## config.mk

```make
export PLATFORM = sky130hd
export DESIGN_NAME = kwip_top
export DESIGN_NICKNAME = d
export VERILOG_FILES = /design/src/kwip_pkg.sv /design/src/kwip_avmm_slave.sv /design/src/kwip_key_detect.sv /design/src/kwip_top.sv
export SDC_FILE = /design/constraint.sdc
export NUM_CORES = 1
export LEC_CHECK = 0
export BUFFER_PORTS_ARGS = -buffer_cell sky130_fd_sc_hd__buf_2
export CORE_ASPECT_RATIO = 0.5
export CORE_MARGIN = 3
export CORE_UTILIZATION = 45
export DETAILED_ROUTE_END_ITERATION = 8
export PLACE_DENSITY = 0.77
export SYNTH_ARGS = -nofsm -noshare
export SYNTH_HDL_FRONTEND = slang
export SYNTH_SLANG_ARGS = --single-unit
```

## constraint.sdc

```tcl
create_clock -name CLK -period 1.51 [get_ports CLK]
set_input_delay 0.2265 -clock CLK [delete_from_list [all_inputs] [get_ports CLK]]
set_output_delay 0.2265 -clock CLK [all_outputs]
set_load 0.01 [all_outputs]
```

## src/kwip_pkg.sv

```systemverilog
// Shared constants, types and helpers for the keyboard wake input block
package kwip_pkg;

  // ==========================================================
  // Geometry
  localparam int NUM_KEYS = 8;
  localparam int NUM_ANALOG = 3;
  localparam int ANALOG_BASE = 5;
  localparam int POL_BASE = 4;
  localparam int NUM_POL = 4;
  localparam int ADDR_W = 5;
  localparam int IRQ_W = 2;

  // ==========================================================
  // Register byte offsets
  localparam logic [4:0] OFS_CTRL = 5'h00;
  localparam logic [4:0] OFS_PIN_EN = 5'h04;
  localparam logic [4:0] OFS_DIR = 5'h08;
  localparam logic [4:0] OFS_PULL = 5'h0c;
  localparam logic [4:0] OFS_DATA = 5'h10;
  localparam logic [4:0] OFS_ANALOG = 5'h14;
  localparam logic [4:0] OFS_IRQ_STS = 5'h18;
  localparam logic [4:0] OFS_IRQ_MSK = 5'h1c;

  // ==========================================================
  // Control register field positions
  localparam int CTRL_MODE_BIT = 0;
  localparam int CTRL_IE_BIT = 1;
  localparam int CTRL_ACK_BIT = 2;
  localparam int CTRL_FLAG_BIT = 3;
  localparam int CTRL_POL_LSB = 4;

  // Interrupt status bit positions
  localparam int STS_EDGE_BIT = 0;
  localparam int STS_WAKE_BIT = 1;

  // ==========================================================
  // Values after reset
  localparam logic [7:0] RST_BYTE = 8'h00;
  localparam logic [2:0] RST_ANALOG = 3'h0;
  localparam logic [1:0] RST_IRQ = 2'h0;
  localparam logic [7:0] RST_PREV = 8'hff;

  // ==========================================================
  // Types
  typedef struct packed {
    logic [3:0] pol;
    logic ie;
    logic mode;
  } kwip_ctrl_t;

  typedef struct packed {
    logic wr;
    logic rd;
    logic [4:0] addr;
    logic [7:0] wdata;
  } kwip_bus_req_t;

  localparam kwip_ctrl_t RST_CTRL = '{pol: 4'h0, ie: 1'b0, mode: 1'b0};

  // High where a pin sits at its asserted level for the given polarity
  function automatic logic [7:0] kwip_asserted(input logic [7:0] lvl,
                                               input logic [7:0] pol);
    kwip_asserted = ~(lvl ^ pol);
  endfunction

endpackage

```

## src/kwip_avmm_slave.sv

```systemverilog
// Avalon-MM slave front end with one wait state for every access
`timescale 1ns/1ps
`default_nettype none
module kwip_avmm_slave (
  // Clock and reset
  input wire logic clk,
  input wire logic rst,
  // Avalon-MM
  input wire logic [4:0] avs_address,
  input wire logic avs_read,
  input wire logic avs_write,
  input wire logic [31:0] avs_writedata,
  input wire logic [3:0] avs_byteenable,
  output logic [31:0] avs_readdata,
  output logic avs_waitrequest,
  // Register file side
  input wire logic [7:0] rd_byte,
  output kwip_pkg::kwip_bus_req_t req
);

  logic ack_q;
  logic ack_d;
  logic [31:0] rdata_q;
  logic [31:0] rdata_d;
  wire logic busy;

  // Data is captured in the wait cycle so it stands stable at the accept edge
  assign busy = avs_read | avs_write;
  assign ack_d = busy & ~ack_q;
  assign rdata_d = (avs_read & ~ack_q) ? {24'h000000, rd_byte} : rdata_q;
  assign avs_waitrequest = busy & ~ack_q;
  assign avs_readdata = rdata_q;

  // Only byte lane 0 carries register bits
  assign req = '{wr: avs_write & ack_q & avs_byteenable[0], rd: avs_read & ack_q,
                 addr: avs_address, wdata: avs_writedata[7:0]};

  always_ff @(posedge clk) begin
    if (rst) begin
      ack_q <= 1'b0;
      rdata_q <= 32'h00000000;
    end else begin
      ack_q <= ack_d;
      rdata_q <= rdata_d;
    end
  end

endmodule
`default_nettype wire

```

## src/kwip_key_detect.sv

```systemverilog
// Synchronous edge and level detector driving the shared key event flag
`timescale 1ns/1ps
`default_nettype none
module kwip_key_detect (
  // Clock and reset
  input wire logic clk,
  input wire logic rst,
  // Per-pin inputs
  input wire logic [7:0] key_en,
  input wire logic [7:0] asserted,
  // Control
  input wire logic detect_mode_select,
  input wire logic key_flag_acknowledge,
  // Results
  output logic key_event_flag,
  output logic edge_pulse
);

  logic [7:0] prev_q;
  logic [7:0] prev_d;
  logic flag_q;
  logic flag_d;
  wire logic [7:0] edge_vec;
  wire logic level_hold;

  // Disabled pins count as asserted, so enabling a held pin gives no edge
  assign prev_d = asserted | ~key_en;
  assign edge_vec = key_en & asserted & ~prev_q;
  assign edge_pulse = |edge_vec;
  assign level_hold = detect_mode_select & |(key_en & asserted);
  // Set wins over acknowledge
  assign flag_d = edge_pulse | level_hold | (flag_q & ~key_flag_acknowledge);
  assign key_event_flag = flag_q;

  always_ff @(posedge clk) begin
    if (rst) begin
      prev_q <= kwip_pkg::RST_PREV;
      flag_q <= 1'b0;
    end else begin
      prev_q <= prev_d;
      flag_q <= flag_d;
    end
  end

endmodule
`default_nettype wire

```

## src/kwip_top.sv

```systemverilog
// Keyboard wake input block: shared port pins, key detection, registers
// Notes on behaviour
// - Eight key inputs share eight port pins.
// - Key enable forces pin to input.
// - Port pull enable still controls pull resistor.
// - Pin level readable when direction bit is 0.
// - Analogue select disables port, key and pull.
// - Three upper inputs share analogue channels alike.
// - Five lower inputs lack analogue, otherwise alike.
// - Inputs 3..0 fixed falling/low sensitivity.
// - Inputs 7..4 have per-pin polarity select.
// - Rising polarity with pull gives pull-down.
// - One edge-only or edge-and-level mode for all.
// - One shared flag gated by one enable.
// - Enabled asserted input wakes stop and wait.
// - Edge is deasserted then asserted on successive cycles.
// - Edge-only mode: acknowledge clears the flag unless an edge sets it in the same cycle.
// - Level mode: flag held while any enabled input asserted.
// - Deep stop uses asynchronous level wake.
`timescale 1ns/1ps
`default_nettype none
module kwip_top (
  // Clock and reset
  input wire logic CLK,
  input wire logic RST,
  // Avalon-MM register bus
  input wire logic [4:0] AVS_ADDRESS,
  input wire logic AVS_READ,
  input wire logic AVS_WRITE,
  input wire logic [31:0] AVS_WRITEDATA,
  input wire logic [3:0] AVS_BYTEENABLE,
  output logic [31:0] AVS_READDATA,
  output logic AVS_WAITREQUEST,
  // Shared pins, bit 7 is the topmost key input
  input wire logic [7:0] PIN_IN,
  output logic [7:0] PIN_OUT,
  output logic [7:0] PIN_OE,
  output logic [7:0] PULLUP_EN,
  output logic [7:0] PULLDOWN_EN,
  // Analogue converter channel enables for pins 7..5
  output logic [2:0] ANALOG_EN,
  // Low-power mode and wake
  input wire logic DEEP_STOP_MODE,
  input wire logic WAIT_MODE,
  output logic WAKE,
  // Interrupt
  output logic IRQ
);

  // ==========================================================
  // Registers
  kwip_pkg::kwip_ctrl_t ctrl_q;
  kwip_pkg::kwip_ctrl_t ctrl_d;
  logic [7:0] pin_en_q;
  logic [7:0] pin_en_d;
  logic [7:0] dir_q;
  logic [7:0] dir_d;
  logic [7:0] pull_q;
  logic [7:0] pull_d;
  logic [7:0] out_q;
  logic [7:0] out_d;
  logic [2:0] analog_q;
  logic [2:0] analog_d;
  logic [1:0] sts_q;
  logic [1:0] sts_d;
  logic [1:0] msk_q;
  logic [1:0] msk_d;
  logic irq_q;
  logic irq_d;
  logic wake_prev_q;

  // ==========================================================
  // Bus front end
  kwip_pkg::kwip_bus_req_t req;
  logic [7:0] rd_byte;

  kwip_avmm_slave u_bus (
    .clk(CLK),
    .rst(RST),
    .avs_address(AVS_ADDRESS),
    .avs_read(AVS_READ),
    .avs_write(AVS_WRITE),
    .avs_writedata(AVS_WRITEDATA),
    .avs_byteenable(AVS_BYTEENABLE),
    .avs_readdata(AVS_READDATA),
    .avs_waitrequest(AVS_WAITREQUEST),
    .rd_byte(rd_byte),
    .req(req)
  );

  // ==========================================================
  // Address decode
  wire logic wr_ctrl;
  wire logic wr_pin_en;
  wire logic wr_dir;
  wire logic wr_pull;
  wire logic wr_data;
  wire logic wr_analog;
  wire logic wr_sts;
  wire logic wr_msk;

  // One write strobe per register offset
  function automatic logic wr_hit(input kwip_pkg::kwip_bus_req_t r, input logic [4:0] ofs);
    wr_hit = r.wr & (r.addr == ofs);
  endfunction

  assign wr_ctrl = wr_hit(req, kwip_pkg::OFS_CTRL);
  assign wr_pin_en = wr_hit(req, kwip_pkg::OFS_PIN_EN);
  assign wr_dir = wr_hit(req, kwip_pkg::OFS_DIR);
  assign wr_pull = wr_hit(req, kwip_pkg::OFS_PULL);
  assign wr_data = wr_hit(req, kwip_pkg::OFS_DATA);
  assign wr_analog = wr_hit(req, kwip_pkg::OFS_ANALOG);
  assign wr_sts = wr_hit(req, kwip_pkg::OFS_IRQ_STS);
  assign wr_msk = wr_hit(req, kwip_pkg::OFS_IRQ_MSK);

  // ==========================================================
  // Pin ownership
  wire logic [7:0] analog_pin;
  wire logic [7:0] key_en;
  wire logic [7:0] pol_full;
  wire logic [7:0] asserted;
  wire logic [7:0] pull_on;

  // Only the three upper pins can be taken by the converter
  assign analog_pin = {analog_q, 5'b00000};
  assign ANALOG_EN = analog_q;
  // Converter ownership overrides the key enable
  assign key_en = pin_en_q & ~analog_pin;
  // Lower four polarities are hard wired to falling/low
  assign pol_full = {ctrl_q.pol, 4'h0};
  assign asserted = kwip_pkg::kwip_asserted(PIN_IN, pol_full);

  // Key input forces the driver off whatever the direction bit says
  assign PIN_OE = dir_q & ~pin_en_q & ~analog_pin;
  assign PIN_OUT = out_q;

  // Pull on for an input pin whose pull enable is set
  assign pull_on = pull_q & ~analog_pin & (pin_en_q | ~dir_q);
  assign PULLUP_EN = pull_on & ~(pin_en_q & pol_full);
  assign PULLDOWN_EN = pull_on & pin_en_q & pol_full;

  // ==========================================================
  // Detection
  logic key_event_flag;
  logic edge_pulse;
  wire logic key_flag_acknowledge;

  assign key_flag_acknowledge = wr_ctrl & req.wdata[kwip_pkg::CTRL_ACK_BIT];

  kwip_key_detect u_detect (
    .clk(CLK),
    .rst(RST),
    .key_en(key_en),
    .asserted(asserted),
    .detect_mode_select(ctrl_q.mode),
    .key_flag_acknowledge(key_flag_acknowledge),
    .key_event_flag(key_event_flag),
    .edge_pulse(edge_pulse)
  );

  // ==========================================================
  // Wake
  wire logic stop_wake;
  wire logic wait_wake;

  // Clocks are gone in deep stop, so this path uses no flip-flop
  assign stop_wake = DEEP_STOP_MODE & |(key_en & asserted);
  // In wait mode the pending key flag wakes the core, even when polled
  assign wait_wake = WAIT_MODE & (key_event_flag | |(key_en & asserted));
  assign WAKE = stop_wake | wait_wake;

  // ==========================================================
  // Read multiplexer
  wire logic [7:0] ctrl_rd;
  wire logic [7:0] data_rd;

  // Acknowledge always reads back as zero
  assign ctrl_rd = {ctrl_q.pol, key_event_flag, 1'b0, ctrl_q.ie, ctrl_q.mode};
  // Direction-0 pins show the pin, direction-1 pins the latch (even key-enabled ones), analogue pins zero
  assign data_rd = ((dir_q & out_q) | (~dir_q & PIN_IN)) & ~analog_pin;

  always_comb begin
    case (req.addr)
      kwip_pkg::OFS_CTRL: rd_byte = ctrl_rd;
      kwip_pkg::OFS_PIN_EN: rd_byte = pin_en_q;
      kwip_pkg::OFS_DIR: rd_byte = dir_q;
      kwip_pkg::OFS_PULL: rd_byte = pull_q;
      kwip_pkg::OFS_DATA: rd_byte = data_rd;
      kwip_pkg::OFS_ANALOG: rd_byte = {5'b00000, analog_q};
      kwip_pkg::OFS_IRQ_STS: rd_byte = {6'b000000, sts_q};
      kwip_pkg::OFS_IRQ_MSK: rd_byte = {6'b000000, msk_q};
      default: rd_byte = 8'h00;
    endcase
  end

  // ==========================================================
  // Next-state values
  wire logic [1:0] sts_set;
  wire logic wake_rise;

  assign wake_rise = WAKE & ~wake_prev_q;
  assign sts_set = {wake_rise, edge_pulse};

  always_comb begin
    ctrl_d = ctrl_q;
    if (wr_ctrl) begin
      ctrl_d.mode = req.wdata[kwip_pkg::CTRL_MODE_BIT];
      ctrl_d.ie = req.wdata[kwip_pkg::CTRL_IE_BIT];
      ctrl_d.pol = req.wdata[kwip_pkg::CTRL_POL_LSB +: kwip_pkg::NUM_POL];
    end
  end

  assign pin_en_d = wr_pin_en ? req.wdata : pin_en_q;
  assign dir_d = wr_dir ? req.wdata : dir_q;
  assign pull_d = wr_pull ? req.wdata : pull_q;
  assign out_d = wr_data ? req.wdata : out_q;
  assign analog_d = wr_analog ? req.wdata[2:0] : analog_q;
  // Hardware set wins over a write-one clear in the same cycle
  assign sts_d = (sts_q & ~(wr_sts ? req.wdata[1:0] : 2'b00)) | sts_set;
  assign msk_d = wr_msk ? req.wdata[1:0] : msk_q;
  assign irq_d = (key_event_flag & ctrl_q.ie) | |(sts_q & msk_q);

  // ==========================================================
  // State
  // One short process per register keeps each reset value beside its update
  always_ff @(posedge CLK) begin
    if (RST) begin
      ctrl_q <= kwip_pkg::RST_CTRL;
    end else begin
      ctrl_q <= ctrl_d;
    end
  end

  always_ff @(posedge CLK) begin
    if (RST) begin
      pin_en_q <= kwip_pkg::RST_BYTE;
    end else begin
      pin_en_q <= pin_en_d;
    end
  end

  always_ff @(posedge CLK) begin
    if (RST) begin
      dir_q <= kwip_pkg::RST_BYTE;
    end else begin
      dir_q <= dir_d;
    end
  end

  always_ff @(posedge CLK) begin
    if (RST) begin
      pull_q <= kwip_pkg::RST_BYTE;
    end else begin
      pull_q <= pull_d;
    end
  end

  always_ff @(posedge CLK) begin
    if (RST) begin
      out_q <= kwip_pkg::RST_BYTE;
    end else begin
      out_q <= out_d;
    end
  end

  always_ff @(posedge CLK) begin
    if (RST) begin
      analog_q <= kwip_pkg::RST_ANALOG;
    end else begin
      analog_q <= analog_d;
    end
  end

  always_ff @(posedge CLK) begin
    if (RST) begin
      sts_q <= kwip_pkg::RST_IRQ;
    end else begin
      sts_q <= sts_d;
    end
  end

  always_ff @(posedge CLK) begin
    if (RST) begin
      msk_q <= kwip_pkg::RST_IRQ;
    end else begin
      msk_q <= msk_d;
    end
  end

  always_ff @(posedge CLK) begin
    if (RST) begin
      irq_q <= 1'b0;
    end else begin
      irq_q <= irq_d;
    end
  end

  always_ff @(posedge CLK) begin
    if (RST) begin
      wake_prev_q <= 1'b0;
    end else begin
      wake_prev_q <= WAKE;
    end
  end

  assign IRQ = irq_q;

endmodule
`default_nettype wire

```

# ---- Yosys cells after proc, flatten, opt, wreduce, memory -nomap -nowiden
# Index checks and enable logic that the tools add are counted.
dict set report word_totals {
  register_bits 65
  inputBits 55
  output_inout_bits 70
  wordCells 86
}
dict set report classes {
  n_eq_ne 7
  n_mux 2
  n_bitwise 57
  n_reduce_logical 4
}
# op n
set ops {}
lappend ops {{$and 8x8->8} 14}
lappend ops {{$pmux 8 s8} 1}
lappend ops {{$not 8->8} 7}
lappend ops {{$or 8x8->8} 3}
lappend ops {{$eq 5x5->1 const B} 4}
lappend ops {{$and 1x1->1} 19}
lappend ops {{$reduce_or 8->1} 2}
lappend ops {{$eq 5x4->1 const B} 2}
lappend ops {{$xor 8x8->8} 1}
lappend ops {{$or 1x1->1} 6}
lappend ops {{$eq 5x3->1 const B} 1}
lappend ops {{$logic_not 5->1} 1}
lappend ops {{$and 2x2->2} 2}
lappend ops {{$not 1->1} 3}
lappend ops {{$mux 2} 1}
lappend ops {{$not 2->2} 1}
lappend ops {{$or 2x2->2} 1}
lappend ops {{$reduce_or 2->1} 1}

# ---- Longest topological paths before layout
# Gate-level depths: netlist of run 1.
dict set report logic_depth {
  ltp_word 9
  mapped_depth 8
  mapped_depth_nobuf 5
}

# ---- Hierarchy
# A second synthesis of run 1 with hierarchy kept.
dict set report unflattened {
  hier_cells 444
  hier_area_um2 3603.5
}
# module n_inst cells_each area_per_inst_um2 seq_area_each_um2
set by_module_without_submodules {}
lappend by_module_without_submodules {kwip_top 1 326 2534.9 940.9}
lappend by_module_without_submodules {kwip_avmm_slave 1 80 698.2 180.2}
lappend by_module_without_submodules {kwip_key_detect 1 38 370.4 180.2}

# ---- Worst setup path before layout of run 1
# No wires, ideal clock.
dict set report synth_timing {
  path_type {register to output}
  from {register pin_en_q[3]}
  to {output port WAKE}
  arrival_ps 1296
  t_required_ps 1283
  setup_slack_ps -12
  stages_incl_launch_ff 6
  n_path_buf 0
  cell_sequence {dfxtp_1 > nor2b_1 > nor4_1 > nand4_1 > a22oi_1 > inv_1}
}
dict set report synth_via {
  elab_chain_cells 6
  word_cells_on_any_way 7
  cone_classes {bitwise (6); reduce/logical (1)}
}
# element line
set synth_rtl {}
lappend synth_rtl {{start, declared} kwip_top.sv:54} ;# logic [7:0] pin_en_q;
lappend synth_rtl {{start signal, assigned} kwip_top.sv:236} ;# pin_en_q <= kwip_pkg::RST_BYTE;
lappend synth_rtl {{start signal, assigned} kwip_top.sv:238} ;# pin_en_q <= pin_en_d;
lappend synth_rtl {{$and 8x8->8 *} kwip_top.sv:128} ;# assign key_en = pin_en_q & ~analog_pin;
lappend synth_rtl {{$and 8x8->8 *} {kwip_top.sv:167, kwip_top.sv:169}}
lappend synth_rtl {{$reduce_or 8->1 *} {kwip_top.sv:167, kwip_top.sv:169}}
lappend synth_rtl {{$or 1x1->1} kwip_top.sv:169} ;# assign wait_wake = WAIT_MODE & (key_event_flag | |(key_en & asserted));
lappend synth_rtl {{$and 1x1->1} kwip_top.sv:169}
lappend synth_rtl {{$or 1x1->1 *} kwip_top.sv:170} ;# assign WAKE = stop_wake | wait_wake;
lappend synth_rtl {{end, declared} kwip_top.sv:45} ;# output logic WAKE,
# Mark *: on every way between the ends. The rest lies on a longest branch, timed or not.

# ---- Worst setup path after layout of run 1
dict set report layout_timing {
  from {register pin_en_q[2]}
  to {output port WAKE}
}
# Same word-level chain as after synthesis.

==> reports/metrics.cfg, run 1 <==
[synth]
syn_inst=383
synthXorXnorAreaFrac_pct=1.02
synth_compound_area_share_pct=12.3
ys_types=49
synth_edf_count=0
synth-simple-area-share_pct=23.7
synth_ff_type=dfxtp_1
synthMuxAreaShare_pct=15.0
synthArstFlopShare_pct=0
ys_ff_latch=65
syn_area_um2=3440
syn_area_per_cell_um2=8.97
synthAdderAreaFrac_pct=0
synth_top_family_by_area=simple AND/OR/NAND/NOR gates
yosys_warnings=0
yosysSeqAreaShare_pct=37.9

[sta]
timing.final.crit_share_pct=134
finalCriticalPeriod_ns=2.02
setup_viol=9
max_freq_mhz=494
hold_viol_final=0
fin_ws_ns=-0.513
drv_slew=0
tns_ns=-0.933
finClkSkew_ns=0.00681
rsz0062_at_grt=true

[routing]
ant_nets=0
drtPass1Iterations=5
drt-total-wl_um=10800
vias=3330
wl_per_cell_um=17.7
drc=0
drt-initial-drc-count=259
vias_per_cell=5.45

[finish]
fin_nets=569
final_cell_mix=buf_2 (67), buf_4 (62), dfxtp_1 (55)
synthToLayoutAreaGrowth_pct=40.5
fin_area_um2=4830
antenna_cells=0
drive_above_1_share_pct=41.8
layout_commonest_cell=buf_2

[worst_hold_path]
min_from=PIN_IN[1]
worstHoldPathType=in -> reg
holdPathStages=2
hold_end=u_detect.prev_q[1]$_SDFF_PP1_

[global_route]
grt_pass1_wl_um=16600
global_route.overflow_total=0
grt_use_total_pct=25.5
grt_max_degree=18
antenna_found_initial=0
first_global_vias=3128

[power_and_ir_drop]
finalPower_w=0.00469
peakVddDrop_v=0.000803
p_per_area_nw_per_um2=971
leakage_nw=2.10

[cts]
htree_levels=3
cts_buffer_depth=2
clk_pin_slew_ns=0.06
cts_sinks=65
clkLatencyLatePin_ns=0.34
cts_tree=yes
cts.root.buffer_cell=clkbuf_16
cts_made_buffers=9
hold_buffers=0

[die]
die_h_um=67.8
die_x_um=130
dieArea_um2=8780
row_count=21
start_util_pct=48.8
core_area_um2=7040
io_pins=125

[worst_setup_path]
arrival_ns=1.80
reg2reg_slack_ns=-0.06
path_class=reg -> out
startpoint=pin_en_q[2]$_SDFFE_PP0P_
reg2reg_to=sts_q[1]$_SDFF_PP0_
reg2reg_depth=7
path_max_fanout=2
cp-start-kind=flop
cp_data_required_time_ns=1.28
end_kind=output port
reg2reg_from=pin_en_q[2]$_SDFFE_PP0P_

[place]
detailedPlace.worstSlack_ns=-0.314
gp_congestion=0.908
port-buffer-count=69
dpl_cell_area_um2=4240
dpl.hpwl_um=7900

[run]
drv_cap=0

[outcome]
violations=negative setup slack
outcome=complete, but fails checks

-- registers in the layout, summed over array words and instances (netlist names) --
| signal | cells |
|---|---|
| sts_q | 2 |
| pin_en_q | 8 |
| pull_q | 8 |
| u_detect.prev_q | 8 |
| ctrl_q | 6 |
| u_bus.ack_q | 1 |
| wake_prev_q | 1 |
| msk_q | 2 |
| u_detect.key_event_flag | 1 |
| ANALOG_EN | 3 |
| IRQ | 1 |
| dir_q | 8 |
| u_bus.avs_readdata | 8 |
| PIN_OUT | 8 |
-- area by class of cell --
cell class,count,area (um^2)
inverters,6,22.5
fillers,533,2220
flip-flops and latches,65,1320
well taps,92,115
repair buffers,141,953
clock inverters,5,125
multi-input cells,291,2040
clock buffers,11,253
-- Yosys cell counts (3+ instances only) --
| cell | instances | area (um^2) |
|---|---|---|
| a21oi_1 | 18 | 90.1 |
| a22o_1 | 10 | 87.6 |
| a22oi_1 | 8 | 60.1 |
| and3_1 | 8 | 50.1 |
| buf_2 | 4 | 20.0 |
| buf_4 | 33 | 248 |
| clkbuf_1 | 8 | 30.0 |
| dfxtp_1 | 65 | 1300 |
| inv_1 | 6 | 22.5 |
| mux2_2 | 11 | 124 |
| mux2i_1 | 39 | 390 |
| nand2_1 | 25 | 93.8 |
| nand2b_1 | 4 | 25.0 |
| nand3_1 | 12 | 60.1 |
| nand3b_1 | 7 | 52.6 |
| nor2_1 | 50 | 188 |
| nor2b_1 | 18 | 113 |
| nor3_1 | 6 | 30.0 |
| nor3b_1 | 6 | 45.0 |
| o22ai_1 | 5 | 31.3 |
| or3b_2 | 3 | 26.3 |
| xnor2_1 | 4 | 35.0 |
-- report_power, final --
part / total [W] / switching, W / internal (W)
registers: 0.00172 / 0.00000305 / 0.00172
clock network: 0.00262 / 0.000757 / 0.00187
logic: 0.000342 / 0.000209 / 0.000132
-- repair_timing --
action,4_1_cts,5_1_grt
resized for setup,28,26
endpoints found under the setup margin,14,47
pin swaps,5,12
gates cloned,0,0
setup buffers,3,3
-- routing by layer --
metal / share of wire (%) / GRT usage, %
met4: 1.5 / 6.61
met1: 45 / 34.3
met5: 0 / 0
met3: 10 / 10.6
met2: 43 / 37.8
-- logic make-up after synthesis --
| kind of cell | after synthesis |
|---|---|
| simple gates | 152 |
| flops | 65 |
| compound gates | 57 |
| buf+inv | 54 |
| mux | 50 |
| xor+xnor | 4 |
| other cells | 1 |
-- how the worst max path moves through the flow --
stage,endpoint,slack (ns),cells past startpoint
after CTS,WAKE,-0.47,7
after detailed placement,u_bus.avs_readdata[0]$_SDFFE_PP0P_,-0.31,7
final,WAKE,-0.51,7
after global routing,WAKE,-0.63,7
after floorplan,WAKE,0.01,5
after global placement,u_bus.avs_readdata[0]$_SDFFE_PP0P_,-0.30,7
-- worst max-delay path, cell delays in order, from the launching register on --
cell and delay, ns:
dfxtp_2 0.32, nor2b_4 0.14, nor4_4 0.33, buf_4 0.17, nand4_1 0.09, a22oi_2 0.20, inv_1 0.06, buf_2 0.14
-- metrics by stage --
stage	hold WS (ns)	util, %	std cells
floorplan	0.310	-	410
global placement	0.398	60.2	594
detailed placement	0.409	60.2	594
CTS	0.101	67.3	612
global route	0.0983	68.5	611
finish	0.117	68.5	611
(Power assumes the default switching activity.)
==> run 2, diff against run 1 <==
- TNS_END_PERCENT: default -> 1
==> run 2 against run 1 <==
Compared with the run above:
- the run still ends with negative setup slack left
- routed wire length hardly changed
- worst hold slack lost 0.0046 ns
- critical path depth unchanged
- clock skew hardly changed
- total power rose by 0.11%
- register-to-register slack worse by 0.09 ns
- critical endpoint unchanged
- highest routed layer unchanged
==> reports/metrics.cfg, run 2 (same netlist as run 1, synthesis figures left out) <==
[finish]
fin_nets=570  ; +0.18%
register_area_um2=1310  ; -0.19%
layout_commonest_cell=buf_2
fillerInstances=543  ; +1.9%
final_cell_mix=buf_2 (68), buf_4 (60), dfxtp_1 (57)
synthToLayoutAreaGrowth_pct=40.3
antenna_cells=0  ; unchanged
finalNonFillerCells=612  ; +0.16%
drive_above_1_share_pct=41.2  ; -0.66 points
multi_input_area_um2=2030  ; -0.74%

[worst_hold_path]
worstHoldPathType=in -> reg

[cts]
cts_sinks=65  ; unchanged
hold_buffers=0  ; unchanged
cts_buffer_depth=2  ; unchanged
clkLatencyLatePin_ns=0.35  ; about the same
cts_made_buffers=9  ; unchanged
clk_pin_slew_ns=0.06  ; about the same
htree_levels=3  ; unchanged
cts_tree=yes
cts.root.buffer_cell=clkbuf_16

[run]
drv_cap=0  ; unchanged

[routing]
drtPass1Iterations=5  ; unchanged
drc=0  ; unchanged
drt-initial-drc-count=253  ; -2.3%
vias_per_cell=5.43  ; -0.34%
ant_nets=0  ; unchanged
drt-total-wl_um=10800  ; about the same
wl_per_cell_um=17.7  ; -0.23%
vias=3324  ; -0.18%

[global_route]
grt_pass1_wl_um=16500  ; -0.42%
antenna_found_initial=0  ; unchanged
grt_use_total_pct=25.3  ; -0.12 points
grt_max_degree=18  ; unchanged
first_global_vias=3112  ; -0.51%
global_route.overflow_total=0  ; unchanged

[die]
io_pins=125  ; unchanged
row_count=21  ; unchanged
die_x_um=130  ; unchanged
dieArea_um2=8780  ; unchanged
start_util_pct=48.8  ; unchanged
core_area_um2=7040  ; unchanged
die_h_um=67.8  ; unchanged

[power_and_ir_drop]
finalPower_w=0.00469  ; +0.11%
p_per_area_nw_per_um2=973  ; +0.22%
leakage_nw=2.11  ; +0.48%
peakVddDrop_v=0.000802  ; -0.22%

[outcome]
violations=negative setup slack
outcome=complete, but fails checks

[sta]
finClkSkew_ns=0.00703  ; +0.000222 ns
max_freq_mhz=488  ; -1.4%
rsz0062_at_grt=true
timing.final.crit_share_pct=136  ; +1.8 points
setup_viol=9  ; unchanged
hold_viol_final=0  ; unchanged
finalCriticalPeriod_ns=2.05  ; +0.0277 ns
fin_ws_ns=-0.541  ; -0.0277 ns
drv_slew=0  ; unchanged

[worst_setup_path]
path_max_fanout=2  ; unchanged
arrival_ns=1.82  ; +0.02 ns
end_kind=output port
cp_data_required_time_ns=1.28  ; about the same
cp-start-kind=flop
path_class=reg -> out

[place]
placed_cells=594  ; unchanged
gp_congestion=0.908  ; unchanged
detailedPlace.worstSlack_ns=-0.314  ; unchanged
port-buffer-count=69  ; unchanged
dpl.hpwl_um=7900  ; unchanged

run 2: changes by cell type in the layout (fill, tap and decap cells not counted), sizes merged:
cell  previous run  this run
buf            141       142
run 2: metal layers:
metal  track usage [%]  vias up  wire [um]
met3              10.7       10       1160
met5                 0        -          0
met2              37.8      186       4660
li1                  -     1563          -
met1              33.9     1565       4880
met4              6.61        0        128
run 2: critical path: stages (launching register included):
cell	delay, ns
dfxtp_2	0.32
nor2b_4	0.14
nor4_4	0.34
buf_4	0.17
nand4_1	0.09
a22oi_2	0.21
inv_1	0.07
buf_2	0.14
run 2: final cells by class:
cell class	count	share of cell area, %
multi-input combinational	291	42.0
clock buffer	11	5.24
sequential	65	27.3
clock inverter	5	2.60
inverter	6	0.467
tap	92	2.39
timing repair buffer	142	20.0
run 2: timing repair:
action	CTS	global route
pin swaps	6	7
resized for setup	30	20
buffers inserted	2	0
gates cloned	0	0
setup endpoints to repair	14	46
run 2: power by group:
| group | internal, W | switching (W) |
|---|---|---|
| sequential | 0.00172 | 0.00000303 |
| clock | 0.00187 | 0.000763 |
| combinational | 0.000134 | 0.000207 |
| total | 0.00372 | 0.000973 |
run 2: through the flow:
step | TNS [ns] | utilization (%) | hold slack (ns) | area [um^2]
3_3_place_gp | -4.73 | 60.2 | 0.398 | 4240
6_report | -1.14 | 68.5 | 0.113 | 4820
3_5_place_dp | -5.52 | 60.2 | 0.409 | 4240
2_1_floorplan | 0 | - | 0.310 | 3540
5_1_grt | -1.65 | 68.5 | 0.101 | 4820
4_1_cts | -0.889 | 67.4 | 0.101 | 4750
run 2: final timing paths:
path	to	startpoint	slack [ns]	cells past startpoint
worst max-delay path	WAKE	pin_en_q[2]$_SDFFE_PP0P_	-0.54	7
worst min register to register	sts_q[1]$_SDFF_PP0_	wake_prev_q$_SDFF_PP0_	0.43	1
worst min-delay path	u_detect.prev_q[1]$_SDFF_PP1_	PIN_IN[1]	0.11	2
worst max register to register	sts_q[1]$_SDFF_PP0_	pin_en_q[2]$_SDFFE_PP0P_	-0.15	8
